**src/rtl/conv_ctrl_pkg.sv**
```systemverilog
// Constants, field layouts and carrier types for the converter command block.
// Assumes a 16-bit framed serial command word, MSB first.
package conv_ctrl_pkg;

    localparam int WORD_W      = 16;
    localparam int DATA_W      = 12;
    localparam int CH_W        = 3;
    localparam int NUM_CH      = 8;
    localparam int SEQ_W       = 9;
    localparam int CODE_W      = 4;
    localparam int BIT_CNT_W   = 5;
    localparam int FIFO_DEPTH  = 16;

    // Command word fields
    localparam int CMD_BIT     = 15;
    localparam int ADDR_HI     = 14;
    localparam int ADDR_LO     = 11;
    localparam int CH_HI       = 14;
    localparam int CH_LO       = 12;
    localparam int DATA_HI     = 11;

    // Control register addresses
    localparam logic [3:0] ADDR_READBACK  = 4'h1;
    localparam logic [3:0] ADDR_SEQUENCE  = 4'h2;
    localparam logic [3:0] ADDR_ADC_PINS  = 4'h4;
    localparam logic [3:0] ADDR_LOAD_MODE = 4'h7;
    localparam logic [3:0] ADDR_GPIO_OCFG = 4'h8;

    // Readback control fields
    localparam int RB_EN_HI    = 4;
    localparam int RB_EN_LO    = 3;
    localparam int RB_CH_HI    = 2;
    localparam logic [1:0] RB_ENABLE  = 2'b11;
    localparam logic [1:0] RB_DISABLE = 2'b00;

    // Sequence, pin select, output configuration and load mode fields
    localparam int SEQ_REP_BIT  = 9;
    localparam int SEQ_TEMP_BIT = 8;
    localparam int PIN_SEL_HI   = 7;
    localparam int BUSY_EN_BIT  = 8;
    localparam int PIN7_OUT_BIT = 7;
    localparam int LOAD_MODE_HI = 1;

    localparam logic [1:0] LOAD_IMMEDIATE = 2'b00;
    localparam logic [1:0] LOAD_HOLD      = 2'b01;
    localparam logic [1:0] LOAD_ALL       = 2'b10;

    // Reset values
    localparam logic [7:0] PIN_SEL_RST   = 8'h00;
    localparam logic [1:0] LOAD_MODE_RST = 2'b00;

    typedef struct packed {
        logic [CH_W-1:0]   ch;
        logic [DATA_W-1:0] data;
    } dac_update_s;

    typedef struct packed {
        logic sclk;
        logic sync_n;
        logic sdi;
    } spi_pins_s;

    typedef enum logic [1:0] {
        SEQ_IDLE,
        SEQ_RUN,
        SEQ_DRAIN
    } seq_e;

endpackage

```
**src/rtl/stream_fifo.sv**
```systemverilog
// Synchronous FIFO with valid/ready on both sides.
// Assumes one clock; DEPTH is a power of two.
module stream_fifo #(
    parameter int W     = 15,
    parameter int DEPTH = 16
) (
    input  wire logic         i_core_clk,
    input  wire logic         i_rst_n,
    input  wire logic         i_in_valid,
    output logic              o_in_ready,
    input  wire logic [W-1:0] i_in_data,
    output logic              o_out_valid,
    input  wire logic         i_out_ready,
    output logic [W-1:0]      o_out_data
);
    localparam int AW = $clog2(DEPTH);

    logic [W-1:0] mem [DEPTH];
    logic [AW:0]  wr_ptr;
    logic [AW:0]  rd_ptr;
    logic         full;
    logic         empty;
    logic         push;
    logic         pop;

    // Extra pointer bit tells full from empty
    assign empty       = (wr_ptr == rd_ptr);
    assign full        = (wr_ptr[AW] != rd_ptr[AW]) && (wr_ptr[AW-1:0] == rd_ptr[AW-1:0]);
    assign o_in_ready  = !full;
    assign o_out_valid = !empty;
    assign o_out_data  = mem[rd_ptr[AW-1:0]];
    assign push        = i_in_valid && !full;
    assign pop         = i_out_ready && !empty;

    always_ff @(posedge i_core_clk)
    begin
        if (push)
        begin
            mem[wr_ptr[AW-1:0]] <= i_in_data;
        end
    end

    always_ff @(posedge i_core_clk or negedge i_rst_n)
    begin
        if (!i_rst_n)
        begin
            wr_ptr <= '0;
            rd_ptr <= '0;
        end
        else
        begin
            if (push)
            begin
                wr_ptr <= wr_ptr + 1'b1;
            end
            if (pop)
            begin
                rd_ptr <= rd_ptr + 1'b1;
            end
        end
    end

endmodule

```
**src/rtl/dac_adc_cmd_seq.sv**
```systemverilog
// Serial command logic: DAC writes, DAC readback, ADC sequencing, busy pin.
// Assumes the serial pins are asynchronous to i_core_clk and much slower.
module dac_adc_cmd_seq
    import conv_ctrl_pkg::*;
(
    input  wire logic                          i_core_clk,
    input  wire logic                          i_rst_n,
    input  wire conv_ctrl_pkg::spi_pins_s      i_spi,
    output logic                               o_sdo,
    output logic                               o_sdo_oe,
    output logic                               o_mfp7,
    output logic                               o_mfp7_oe,
    output logic [7:0]                         o_adc_pin_select,
    output logic                               o_conv_start,
    output logic [conv_ctrl_pkg::CODE_W-1:0]   o_conv_code,
    input  wire logic                          i_conv_done,
    input  wire logic [conv_ctrl_pkg::DATA_W-1:0] i_conv_result,
    output conv_ctrl_pkg::dac_update_s         o_dac_update,
    output logic                               o_dac_update_valid,
    input  wire logic                          i_dac_update_ready
);
    import conv_ctrl_pkg::*;

    // Lowest enabled sequence slot at or above a start point
    function automatic logic [CODE_W:0] find_from(input logic [SEQ_W-1:0] mask,
                                                  input logic [CODE_W-1:0] from);
        logic [CODE_W:0] r;
        r = '0;
        for (int i = SEQ_W - 1; i >= 0; i--)
        begin
            if (mask[i] && (CODE_W'(i) >= from))
            begin
                r = {1'b1, CODE_W'(i)};
            end
        end
        return r;
    endfunction

    spi_pins_s            s1;
    spi_pins_s            s2;
    spi_pins_s            s3;
    spi_pins_s            flt;
    spi_pins_s            prev;
    logic                 sclk_rise;
    logic                 sclk_fall;
    logic                 frame_start;
    logic                 frame_end;
    logic                 in_frame;
    logic [BIT_CNT_W-1:0] bit_cnt;
    logic [WORD_W-1:0]    rx;
    logic                 word_ok;
    logic                 is_ctrl;
    logic [3:0]           addr;
    logic [WORD_W-1:0]    tx_sh;
    logic                 tx_drive;
    logic                 rb_pend;
    logic [CH_W-1:0]      rb_ch;
    logic [DATA_W-1:0]    input_regs [NUM_CH];
    logic [NUM_CH-1:0]    pend_upd;
    logic [NUM_CH-1:0]    upd_set;
    logic [NUM_CH-1:0]    upd_clr;
    logic [CH_W-1:0]      upd_ch;
    logic                 fifo_in_ready;
    logic [1:0]           load_mode;
    logic                 busy_en;
    logic                 pin7_out;
    seq_e                 seq_state;
    logic [SEQ_W-1:0]     seq_mask;
    logic                 seq_rep;
    logic [CODE_W-1:0]    cur_code;
    logic [CODE_W:0]      next_slot;
    logic [CODE_W:0]      first_slot;
    logic [CODE_W:0]      wr_slot;
    logic                 conv_busy;
    logic                 result_valid;
    logic [WORD_W-1:0]    result_word;
    dac_update_s          fifo_in;

    // Three-stage synchronisers; a level changes once stages two and three agree
    always_ff @(posedge i_core_clk or negedge i_rst_n)
    begin
        if (!i_rst_n)
        begin
            s1   <= '{sclk: 1'b1, sync_n: 1'b1, sdi: 1'b0};
            s2   <= '{sclk: 1'b1, sync_n: 1'b1, sdi: 1'b0};
            s3   <= '{sclk: 1'b1, sync_n: 1'b1, sdi: 1'b0};
            flt  <= '{sclk: 1'b1, sync_n: 1'b1, sdi: 1'b0};
            prev <= '{sclk: 1'b1, sync_n: 1'b1, sdi: 1'b0};
        end
        else
        begin
            s1   <= i_spi;
            s2   <= s1;
            s3   <= s2;
            flt  <= flt ^ ((s2 ~^ s3) & (s3 ^ flt));
            prev <= flt;
        end
    end

    assign sclk_rise   = flt.sclk && !prev.sclk;
    assign sclk_fall   = !flt.sclk && prev.sclk;
    assign frame_start = !flt.sync_n && prev.sync_n;
    assign frame_end   = flt.sync_n && !prev.sync_n;
    assign in_frame    = !flt.sync_n;

    always_ff @(posedge i_core_clk or negedge i_rst_n)
    begin
        if (!i_rst_n)
        begin
            bit_cnt <= '0;
            rx      <= '0;
        end
        else if (frame_start)
        begin
            bit_cnt <= '0;
        end
        else if (in_frame && sclk_fall && (bit_cnt != BIT_CNT_W'(WORD_W)))
        begin
            rx      <= {rx[WORD_W-2:0], flt.sdi};
            bit_cnt <= bit_cnt + 1'b1;
        end
    end

    // Short frames are dropped whole; long frames keep their first 16 bits
    assign word_ok = frame_end && (bit_cnt == BIT_CNT_W'(WORD_W));
    assign is_ctrl = word_ok && !rx[CMD_BIT];
    assign addr    = rx[ADDR_HI:ADDR_LO];

    // Result or readback word loaded at select fall, MSB first
    always_ff @(posedge i_core_clk or negedge i_rst_n)
    begin
        if (!i_rst_n)
        begin
            tx_sh    <= '0;
            tx_drive <= 1'b0;
        end
        else if (frame_start)
        begin
            if (result_valid)
            begin
                tx_sh    <= result_word;
                tx_drive <= 1'b1;
            end
            // Readback goes out on the next frame
            else if (rb_pend)
            begin
                tx_sh    <= {1'b1, rb_ch, input_regs[rb_ch]};
                tx_drive <= 1'b1;
            end
            else
            begin
                tx_sh    <= '0;
                tx_drive <= 1'b0;
            end
        end
        else if (in_frame && sclk_rise)
        begin
            tx_sh <= {tx_sh[WORD_W-2:0], 1'b0};
        end
    end

    // Pin released whenever nothing is being sent
    assign o_sdo    = tx_sh[WORD_W-1];
    assign o_sdo_oe = in_frame && tx_drive;

    // Readback control; a pending request is one-shot
    always_ff @(posedge i_core_clk or negedge i_rst_n)
    begin
        if (!i_rst_n)
        begin
            rb_pend <= 1'b0;
            rb_ch   <= '0;
        end
        else if (is_ctrl && (addr == ADDR_READBACK))
        begin
            // Enable on 11, disable on 00
            if (rx[RB_EN_HI:RB_EN_LO] == RB_ENABLE)
            begin
                rb_pend <= 1'b1;
                rb_ch   <= rx[RB_CH_HI:0];
            end
            else if (rx[RB_EN_HI:RB_EN_LO] == RB_DISABLE)
            begin
                rb_pend <= 1'b0;
            end
        end
        else if (frame_start)
        begin
            rb_pend <= 1'b0;
        end
    end

    always_ff @(posedge i_core_clk)
    begin
        if (word_ok && rx[CMD_BIT])
        begin
            input_regs[rx[CH_HI:CH_LO]] <= rx[DATA_HI:0];
        end
    end

    // Load mode decides which channels must be copied out
    always_comb
    begin
        upd_set = '0;
        if (word_ok && rx[CMD_BIT] && (load_mode == LOAD_IMMEDIATE))
        begin
            upd_set[rx[CH_HI:CH_LO]] = 1'b1;
        end
        else if (is_ctrl && (addr == ADDR_LOAD_MODE)
                 && (rx[LOAD_MODE_HI:0] == LOAD_ALL))
        begin
            upd_set = '1;
        end
    end

    always_ff @(posedge i_core_clk or negedge i_rst_n)
    begin
        if (!i_rst_n)
        begin
            load_mode <= LOAD_MODE_RST;
        end
        else if (is_ctrl && (addr == ADDR_LOAD_MODE))
        begin
            load_mode <= (rx[LOAD_MODE_HI:0] == LOAD_ALL) ? LOAD_HOLD
                                                         : rx[LOAD_MODE_HI:0];
        end
    end

    // Pending copies wait on a full FIFO; a new set wins over the clear
    always_comb
    begin
        upd_ch  = '0;
        upd_clr = '0;
        for (int i = NUM_CH - 1; i >= 0; i--)
        begin
            if (pend_upd[i])
            begin
                upd_ch = CH_W'(i);
            end
        end
        if (fifo_in_ready && (pend_upd != '0))
        begin
            upd_clr[upd_ch] = 1'b1;
        end
    end

    always_ff @(posedge i_core_clk or negedge i_rst_n)
    begin
        if (!i_rst_n)
        begin
            pend_upd <= '0;
        end
        else
        begin
            pend_upd <= (pend_upd & ~upd_clr) | upd_set;
        end
    end

    assign fifo_in = '{ch: upd_ch, data: input_regs[upd_ch]};

    stream_fifo #(
        .W     ($bits(dac_update_s)),
        .DEPTH (FIFO_DEPTH)
    ) u_update_fifo (
        .i_core_clk  (i_core_clk),
        .i_rst_n     (i_rst_n),
        .i_in_valid  (pend_upd != '0),
        .o_in_ready  (fifo_in_ready),
        .i_in_data   (fifo_in),
        .o_out_valid (o_dac_update_valid),
        .i_out_ready (i_dac_update_ready),
        .o_out_data  (o_dac_update)
    );

    // ADC pin select and busy-pin configuration
    always_ff @(posedge i_core_clk or negedge i_rst_n)
    begin
        if (!i_rst_n)
        begin
            o_adc_pin_select <= PIN_SEL_RST;
            busy_en          <= 1'b0;
            pin7_out         <= 1'b0;
        end
        else if (is_ctrl && (addr == ADDR_ADC_PINS))
        begin
            o_adc_pin_select <= rx[PIN_SEL_HI:0];
        end
        else if (is_ctrl && (addr == ADDR_GPIO_OCFG))
        begin
            busy_en  <= rx[BUSY_EN_BIT];
            pin7_out <= rx[PIN7_OUT_BIT];
        end
    end

    // Busy drives the pin only with both bits set
    assign o_mfp7_oe = busy_en && pin7_out;

    assign next_slot  = find_from(seq_mask, cur_code + 1'b1);
    assign first_slot = find_from(seq_mask, '0);
    assign wr_slot    = find_from(rx[SEQ_TEMP_BIT:0], '0);

    // Sequencer: in SEQ_RUN each select fall starts the current slot
    always_ff @(posedge i_core_clk or negedge i_rst_n)
    begin
        if (!i_rst_n)
        begin
            seq_state    <= SEQ_IDLE;
            seq_mask     <= '0;
            seq_rep      <= 1'b0;
            cur_code     <= '0;
            o_conv_start <= 1'b0;
            o_conv_code  <= '0;
        end
        else
        begin
            o_conv_start <= 1'b0;
            if (is_ctrl && (addr == ADDR_SEQUENCE))
            begin
                seq_mask <= rx[SEQ_TEMP_BIT:0];
                seq_rep  <= rx[SEQ_REP_BIT];
                cur_code <= wr_slot[CODE_W-1:0];
                // All-zero write stops; repeat alone has nothing to run
                seq_state <= wr_slot[CODE_W] ? SEQ_RUN : SEQ_IDLE;
            end
            else if (frame_start)
            begin
                case (seq_state)
                    SEQ_RUN:
                    begin
                        o_conv_start <= 1'b1;
                        o_conv_code  <= cur_code;
                        if (next_slot[CODE_W])
                        begin
                            cur_code <= next_slot[CODE_W-1:0];
                        end
                        // Wrap on repeat, else drain last result
                        else if (seq_rep)
                        begin
                            cur_code <= first_slot[CODE_W-1:0];
                        end
                        else
                        begin
                            seq_state <= SEQ_DRAIN;
                        end
                    end
                    SEQ_DRAIN:
                    begin
                        seq_state <= SEQ_IDLE;
                    end
                    default:
                    begin
                        seq_state <= SEQ_IDLE;
                    end
                endcase
            end
        end
    end

    // Busy low from start until the result is held
    always_ff @(posedge i_core_clk or negedge i_rst_n)
    begin
        if (!i_rst_n)
        begin
            conv_busy    <= 1'b0;
            o_mfp7       <= 1'b1;
            result_valid <= 1'b0;
            result_word  <= '0;
        end
        else
        begin
            if (o_conv_start)
            begin
                conv_busy <= 1'b1;
                o_mfp7    <= 1'b0;
            end
            else if (conv_busy && i_conv_done)
            begin
                conv_busy <= 1'b0;
                o_mfp7    <= 1'b1;
            end
            // Result word; a fresh result wins over the load
            if (conv_busy && i_conv_done)
            begin
                result_valid <= 1'b1;
                result_word  <= {o_conv_code, i_conv_result};
            end
            else if (frame_start)
            begin
                result_valid <= 1'b0;
            end
        end
    end

    property p_conv_on_fall;
        @(posedge i_core_clk) disable iff (!i_rst_n)
        (frame_start && (seq_state == SEQ_RUN) && !is_ctrl) |=> o_conv_start ##1 !o_mfp7;
    endproperty
    a_conv_on_fall: assert property (p_conv_on_fall) else $error("no conversion at select fall");

    property p_busy_release;
        @(posedge i_core_clk) disable iff (!i_rst_n)
        (conv_busy && i_conv_done) |=> (o_mfp7 && result_valid && (result_word[DATA_HI:0] == $past(i_conv_result)));
    endproperty
    a_busy_release: assert property (p_busy_release) else $error("busy or result not updated");

    property p_result_out;
        @(posedge i_core_clk) disable iff (!i_rst_n)
        (frame_start && result_valid) |=> (tx_sh == $past(result_word)) && tx_drive;
    endproperty
    a_result_out: assert property (p_result_out) else $error("result not loaded for shift");

    property p_readback_word;
        @(posedge i_core_clk) disable iff (!i_rst_n)
        (frame_start && rb_pend && !result_valid)
        |=> tx_sh[WORD_W-1] && (tx_sh[CH_HI:CH_LO] == $past(rb_ch)) && !rb_pend;
    endproperty
    a_readback_word: assert property (p_readback_word) else $error("bad readback word");

    property p_slot_enabled;
        @(posedge i_core_clk) disable iff (!i_rst_n)
        o_conv_start |-> seq_mask[o_conv_code];
    endproperty
    a_slot_enabled: assert property (p_slot_enabled) else $error("converted a disabled slot");

    property p_drain_stops;
        @(posedge i_core_clk) disable iff (!i_rst_n)
        (frame_start && (seq_state == SEQ_DRAIN) && !is_ctrl)
        |=> (seq_state == SEQ_IDLE) && !o_conv_start;
    endproperty
    a_drain_stops: assert property (p_drain_stops) else $error("sequence did not stop");

    property p_rb_disable;
        @(posedge i_core_clk) disable iff (!i_rst_n)
        (is_ctrl && (addr == ADDR_READBACK) && (rx[RB_EN_HI:RB_EN_LO] == RB_DISABLE)) |=> !rb_pend;
    endproperty
    a_rb_disable: assert property (p_rb_disable) else $error("readback not disabled");

    property p_load_all;
        @(posedge i_core_clk) disable iff (!i_rst_n)
        (is_ctrl && (addr == ADDR_LOAD_MODE) && (rx[LOAD_MODE_HI:0] == LOAD_ALL))
        |=> (load_mode == LOAD_HOLD) && (pend_upd == '1);
    endproperty
    a_load_all: assert property (p_load_all) else $error("load-all not applied");

    property p_pin_select;
        @(posedge i_core_clk) disable iff (!i_rst_n)
        (is_ctrl && (addr == ADDR_ADC_PINS)) |=> (o_adc_pin_select == $past(rx[PIN_SEL_HI:0]));
    endproperty
    a_pin_select: assert property (p_pin_select) else $error("pin select not loaded");

    property p_dac_write;
        @(posedge i_core_clk) disable iff (!i_rst_n)
        (word_ok && rx[CMD_BIT]) |=> (input_regs[$past(rx[CH_HI:CH_LO])] == $past(rx[DATA_HI:0]));
    endproperty
    a_dac_write: assert property (p_dac_write) else $error("DAC input register not written");

endmodule

```
**config.mk**
```make
export PLATFORM = sky130hd
export DESIGN_NAME = dac_adc_cmd_seq
export DESIGN_NICKNAME = d
export VERILOG_FILES = /design/src/rtl/conv_ctrl_pkg.sv /design/src/rtl/stream_fifo.sv /design/src/rtl/dac_adc_cmd_seq.sv
export SDC_FILE = /design/constraint.sdc
export NUM_CORES = 1
export LEC_CHECK = 0
export ABC_AREA = 1
export BUFFER_PORTS_ARGS = -buffer_cell sky130_fd_sc_hd__buf_2
export CORE_UTILIZATION = 35
export CTS_BUF_LIST = sky130_fd_sc_hd__clkbuf_8 sky130_fd_sc_hd__clkbuf_16
export DETAILED_ROUTE_END_ITERATION = 12
export GPL_ROUTABILITY_DRIVEN = 0
export SYNTH_ARGS = -nofsm -noshare
export SYNTH_HDL_FRONTEND = slang
export SYNTH_SLANG_ARGS = --single-unit
export TNS_END_PERCENT = 100
```
**constraint.sdc**
```tcl
create_clock -name i_core_clk -period 3.3 [get_ports i_core_clk]
set_clock_uncertainty 0.1 [all_clocks]
set_input_delay 0.66 -clock i_core_clk [delete_from_list [all_inputs] [get_ports i_core_clk]]
set_output_delay 0.66 -clock i_core_clk [all_outputs]
set_load 0.01 [all_outputs]
```
Word level (Yosys, flattened, before mapping)
Memories as Yosys holds them, arrays and structs flattened.
Index checks and enable logic that the tools add are counted.

storage, ports and cells
  input port bits = 19
  memories = 2
  bits in registers = 126
  memory bits (writable) = 336
  output and inout bits = 33

cells by class
  reductions and logical operators = 59
  $add $sub $neg = 4
  magnitude comparators = 13
  multiplexer cells = 78
  bitwise gates (word level) = 10
  equality and inequality tests = 16

memory list
  name               depth  width  rd ports  clocked after Yosys merged registers in  wr ports  line                   source
  u_update_fifo.mem  16     15     1         0                                        1         stream_fifo.sv:18      logic [W-1:0] mem [DEPTH];
  input_regs         8      12     2         0                                        1         dac_adc_cmd_seq.sv:58  logic [DATA_W-1:0] input_regs [NUM_CH];

operators with widths
  kind                 number
  $mux 5               20
  $mux 16              4
  $mux 4               14
  $logic_and 1x1->1    34
  $mux 3               8
  $mux 8               3
  $mux 1               21
  $ge 3x4->1 const A   4
  $add 5x1->5 const B  3
  $reduce_bool 2->1    7
  $mux 2               6
  $reduce_and 3->1     3
  $and 8x8->8          1
  $eq 4x3->1 const B   2
  $ge 1x4->1 const A   2
  $ge 2x4->1 const A   2
  $lt 3x4->1 const B   2
  $not 8->8            1
  $or 8x8->8           1
  $reduce_and 2->1     4
  $reduce_bool 8->1    1
  $logic_not 1->1      7
  $demux 1 s3          2
  $ge 3x1->1 const B   2
  other kinds (20)     26

Depth between registers and ports, before layout
  word-level depth = 16
  gate-level depth with buffers = 16

By module
Synthesis repeated with hierarchy kept, for this count alone.

second synthesis, totals
  cells, all modules = 2001
  area, all modules = 20419.6 sq um

modules (own cells, without submodules)
  module           area an instance (sq um)  cells each  sequential area each (sq um)  times used
  stream_fifo      10391.2                   937         7457.2                        1
  dac_adc_cmd_seq  10028.4                   1064        5799.3                        1

Worst setup path after synthesis
OpenSTA, ideal clock, no wires.

  kind = flip-flop to flip-flop
  from = register bit_cnt[0]
  to = memory input_regs[7][0], enable pin
  slack = 0.577 ns
  data arrival time = 2.211 ns
  data required time = 2.788 ns
  cell stages (with the launch flop) = 7
  library setup time = 0.412 ns
  buffers on the path = 0
  cell sequence = dfrtp_1 inv_1 ha_1 nand4_2 nor2_1 nand2_2 nor4_1

between the ends
  word-level cells in the longest chain between the ends = 5

RTL lines
  element                       line                    source
  start, declared               dac_adc_cmd_seq.sv:49   logic [BIT_CNT_W-1:0] bit_cnt;
  start signal, assigned        dac_adc_cmd_seq.sv:120  bit_cnt <= bit_cnt + 1'b1;
  $eq 5x5->1                    dac_adc_cmd_seq.sv:125  assign word_ok = frame_end && (bit_cnt == BIT_CNT_W'(WORD_W));
  $logic_and 1x1->1             dac_adc_cmd_seq.sv:125
  $logic_and 1x1->1             dac_adc_cmd_seq.sv:195  if (word_ok && rx[CMD_BIT])
  $mux 1                        dac_adc_cmd_seq.sv:195
  $mux 1 (implied by the code)  dac_adc_cmd_seq.sv:197  input_regs[rx[CH_HI:CH_LO]] <= rx[DATA_HI:0];
  end, declared                 dac_adc_cmd_seq.sv:58

No other way between the ends.

==> summary.md <==
| Metric | Value |
|---|---|
| Max clock buf depth | `3` |
| Final #Nets | `roughly 1,900` |
| Count of final setup violators | `0` |
| # rows | `86` |
| Max IR drop VDD | `between 0.5 and 0.6 mV` |
| Initial DRC count | `about 1,200` |
| Worst Max-Slew Pin Slew | `approximately 1.3 ns` |
| Syn_nets | `roughly 1,800` |
| Initial Util | `a little over a third` |
| Commonest non-fill, non-tap cell in the layout | `edfxtp_1` |
| Fin Hold WS | `0.0418 ns` |
| Period minus WS final | `roughly 3.2 ns` |
| Largest net degree at the start of global routing | `between 100 and 150` |
| CP endpoint kind | `output pin` |
| Clock Sink Count | `between 400 and 500` |
| Via count | `approximately 14,000` |
| Final wirelength | `approximately 51,000 um` |
| Number of library cell types mapped by synthesis | `53` |
| Layout Cells excl Fill | `between 2,000 and 3,000` |
| CTS H-tree depth | `2` |
| Drt first pass iters | `6` |
| Slowest-stage cell, CP | `dfrtp_1` |
| Max FO, Critical Path | `25` |
| Final Hold Fails | `0` |
| Worst Path Required | `approximately 2.5 ns` |
| Die height | `around 240 um` |
| Storage element area | `between 10,000 and 15,000 sq um` |
| Crit Path Category | `flop to output pin` |
| Most frequent cells in the layout | `edfxtp_1 (336), nand2_1 (248), nor2_1 (226)` |
| Initial antenna violation count | `0` |
| Post-Syn Area per Cell | `between 10 and 15 sq um` |
| Post-Synthesis Cell Area | `between 15,000 and 20,000 sq um` |
| Final TNS setup | `0 ns` |
| CTS Hold Buffers Added | `0` |
| Post-synth EDFFs | `336` |
| Tightest Hold Check Type | `primary input to asynchronous set/reset pin` |
| Sequential-to-total area share from yosys stat | `between 60% and 70%` |
| Fillers | `approximately 5,200` |
| RSZ-0062 raised after global routing | `false` |
| Root buffer cell | `clkbuf_16` |
| Die Area | `57,700 sq um` |
| Ys async rst share | `between 20% and 30%` |
| Port-buffer cells | `51` |
| Largest delay share family, worst path | `buffers and inverters` |
| Clock Latency Late Sink | `0.60 ns` |
| Buffers and inverters on the worst path | `4` |
| Predominant post-synthesis flop cell | `edfxtp_1` |
| Worst slack at placement | `approximately 0.35 ns` |
| P per Cell Area | `roughly 670 nW/um^2` |
| Share of cells above drive strength 1 | `14.2%` |
| Final Max Slew Viols | `0` |
| TritonCTS Buffers | `49` |
| DP HPWL | `approximately 32,000 um` |
| Lkg Pwr | `0.00892 uW` |
| Critical path, cell by cell | `buf_4, nand2_1, clkinvlp_4, buf_4, nand2_1, nand3_1, buf_2` |
| CTS tree | `done` |
| Wire per inst | `between 15 and 20 um` |
| Post_cts resized | `4` |
| First-pass GRT wire length | `78,500 um` |
| Die width | `240 um` |
| Outcome | `finished clean` |
| Synthesis Warnings | `0` |
| Crit path launch type | `flop` |
| Maxcap violations | `0` |
| Routed Antenna Nets | `0` |
| Total Routing Usage GR | `between 15 and 20%` |
| Flops & latches, synth | `462` |
| Vias per Instance | `5.22` |
| Biggest cell delay along the critical path | `~0.39 ns` |
| Multi-input gate area | `5740 sq um` |
| Postcts setup bufs | `0` |
| Crit share post-route | `between 90% and 100%` |
| Critical path arrival | `2.45 ns` |
| Final WS setup | `0.0922 ns` |
| Clk slew on worst S/H paths | `about 0.060 ns` |
| DP Cell Count | `between 2,000 and 3,000` |
| Vias in the first global route | `approximately 13,000` |
| Max Freq | `roughly 310 MHz` |
| Relative slew slack | `16.0%` |
| DRC viols | `0` |
| Syn Inst Count | `around 1,800` |
| Grt ovf | `0` |
| Area growth from synthesis to layout | `15.3%` |
| Core area | `roughly 56,000 sq um` |
| N_diodes | `0` |
| I/O pins | `between 50 and 60` |
## cell families after synthesis
kind of cell    count (synthesis)  synth area share (%)
mux                            37                  1.95
flops                         462                  66.7
simple gates                  615                  13.3
xor+xnor                       13                 0.573
fa+ha+maj                      13                 0.781
compound gates                393                  12.2
buf+inv                       227                  4.49
## layout make-up
class / instances / area share [%]
multi-input combinational: 1071 / 25.1
timing repair buffer: 117 / 3.62
tap: 748 / 4.09
clock inverter: 32 / 0.951
clock buffer: 60 / 6.07
inverter: 136 / 2.27
sequential: 462 / 57.9
## power by group
group | internal [uW] | switching (uW)
Combinational | 1070 | 2210
Clock | 3070 | 2300
Sequential | 6480 | 300
## path summary, 6_finish.rpt
kind	start	to	slack, ns	cells past startpoint
max in group asynchronous	i_rst_n	o_adc_pin_select[1]$_DFFE_PN0P_	2.26	2
min in group i_core_clk	i_spi[1]	s1[1]$_DFF_PN1_	0.07	1
setup / recovery	u_update_fifo.rd_ptr[2]$_DFFE_PN0P_	o_dac_update[8]	0.09	7
hold / removal	i_rst_n	result_word[14]$_DFFE_PN0P_	0.04	1
setup reg to reg	u_update_fifo.rd_ptr[0]$_DFFE_PN0P_	u_update_fifo.mem[9][9]$_DFFE_PP_	0.34	8
hold reg to reg	s1[0]$_DFF_PN0_	s2[0]$_DFF_PN0_	0.25	0
## sequential cells by signal (all words and copies together), names as in the netlist, 2 cells and up, named ones only
name,cells
rx,16
input_regs,96
s1,3
u_update_fifo.rd_ptr,5
o_adc_pin_select,8
s3,3
u_update_fifo.wr_ptr,5
cur_code,4
pend_upd,8
seq_mask,9
result_word,16
bit_cnt,5
u_update_fifo.mem,240
tx_sh,16
prev,2
s2,3
o_conv_code,4
rb_ch,3
seq_state,2
load_mode,2
## Yosys cell counts, types with 13 or more instances
library cell	instances	area, sq um
nand4_1	20	125
dfrtp_1	115	2880
nor2_1	227	852
clkbuf_1	55	206
nand3_1	68	340
o221ai_1	25	219
o21ai_0	196	981
mux2_2	13	146
nand2_1	249	935
buf_2	26	130
o211ai_1	58	435
o32ai_1	36	315
mux2i_1	24	240
inv_1	125	469
edfxtp_1	336	10100
a21oi_1	42	210
## metal layers
layer | vias to the layer above | global-route usage [%] | part of all wire (%)
met5 | - | 0 | 0
met4 | 0 | 6.29 | 3.1
met3 | 90 | 2.80 | 5.4
met2 | 395 | 29.2 | 48
met1 | 6810 | 24.0 | 44
li1 | 6406 | - | -
## through the flow
stage | total power, uW | utilization [%] | area [sq um]
floorplan | 8900 | - | 19900
global placement | 10100 | 38.2 | 21300
detailed placement | 10100 | 38.2 | 21300
CTS | 15500 | 41.1 | 22900
global route | 16100 | 41.1 | 22900
finish | 15400 | 41.1 | 22900
Note: power is estimated with default switching activity, not from simulation.
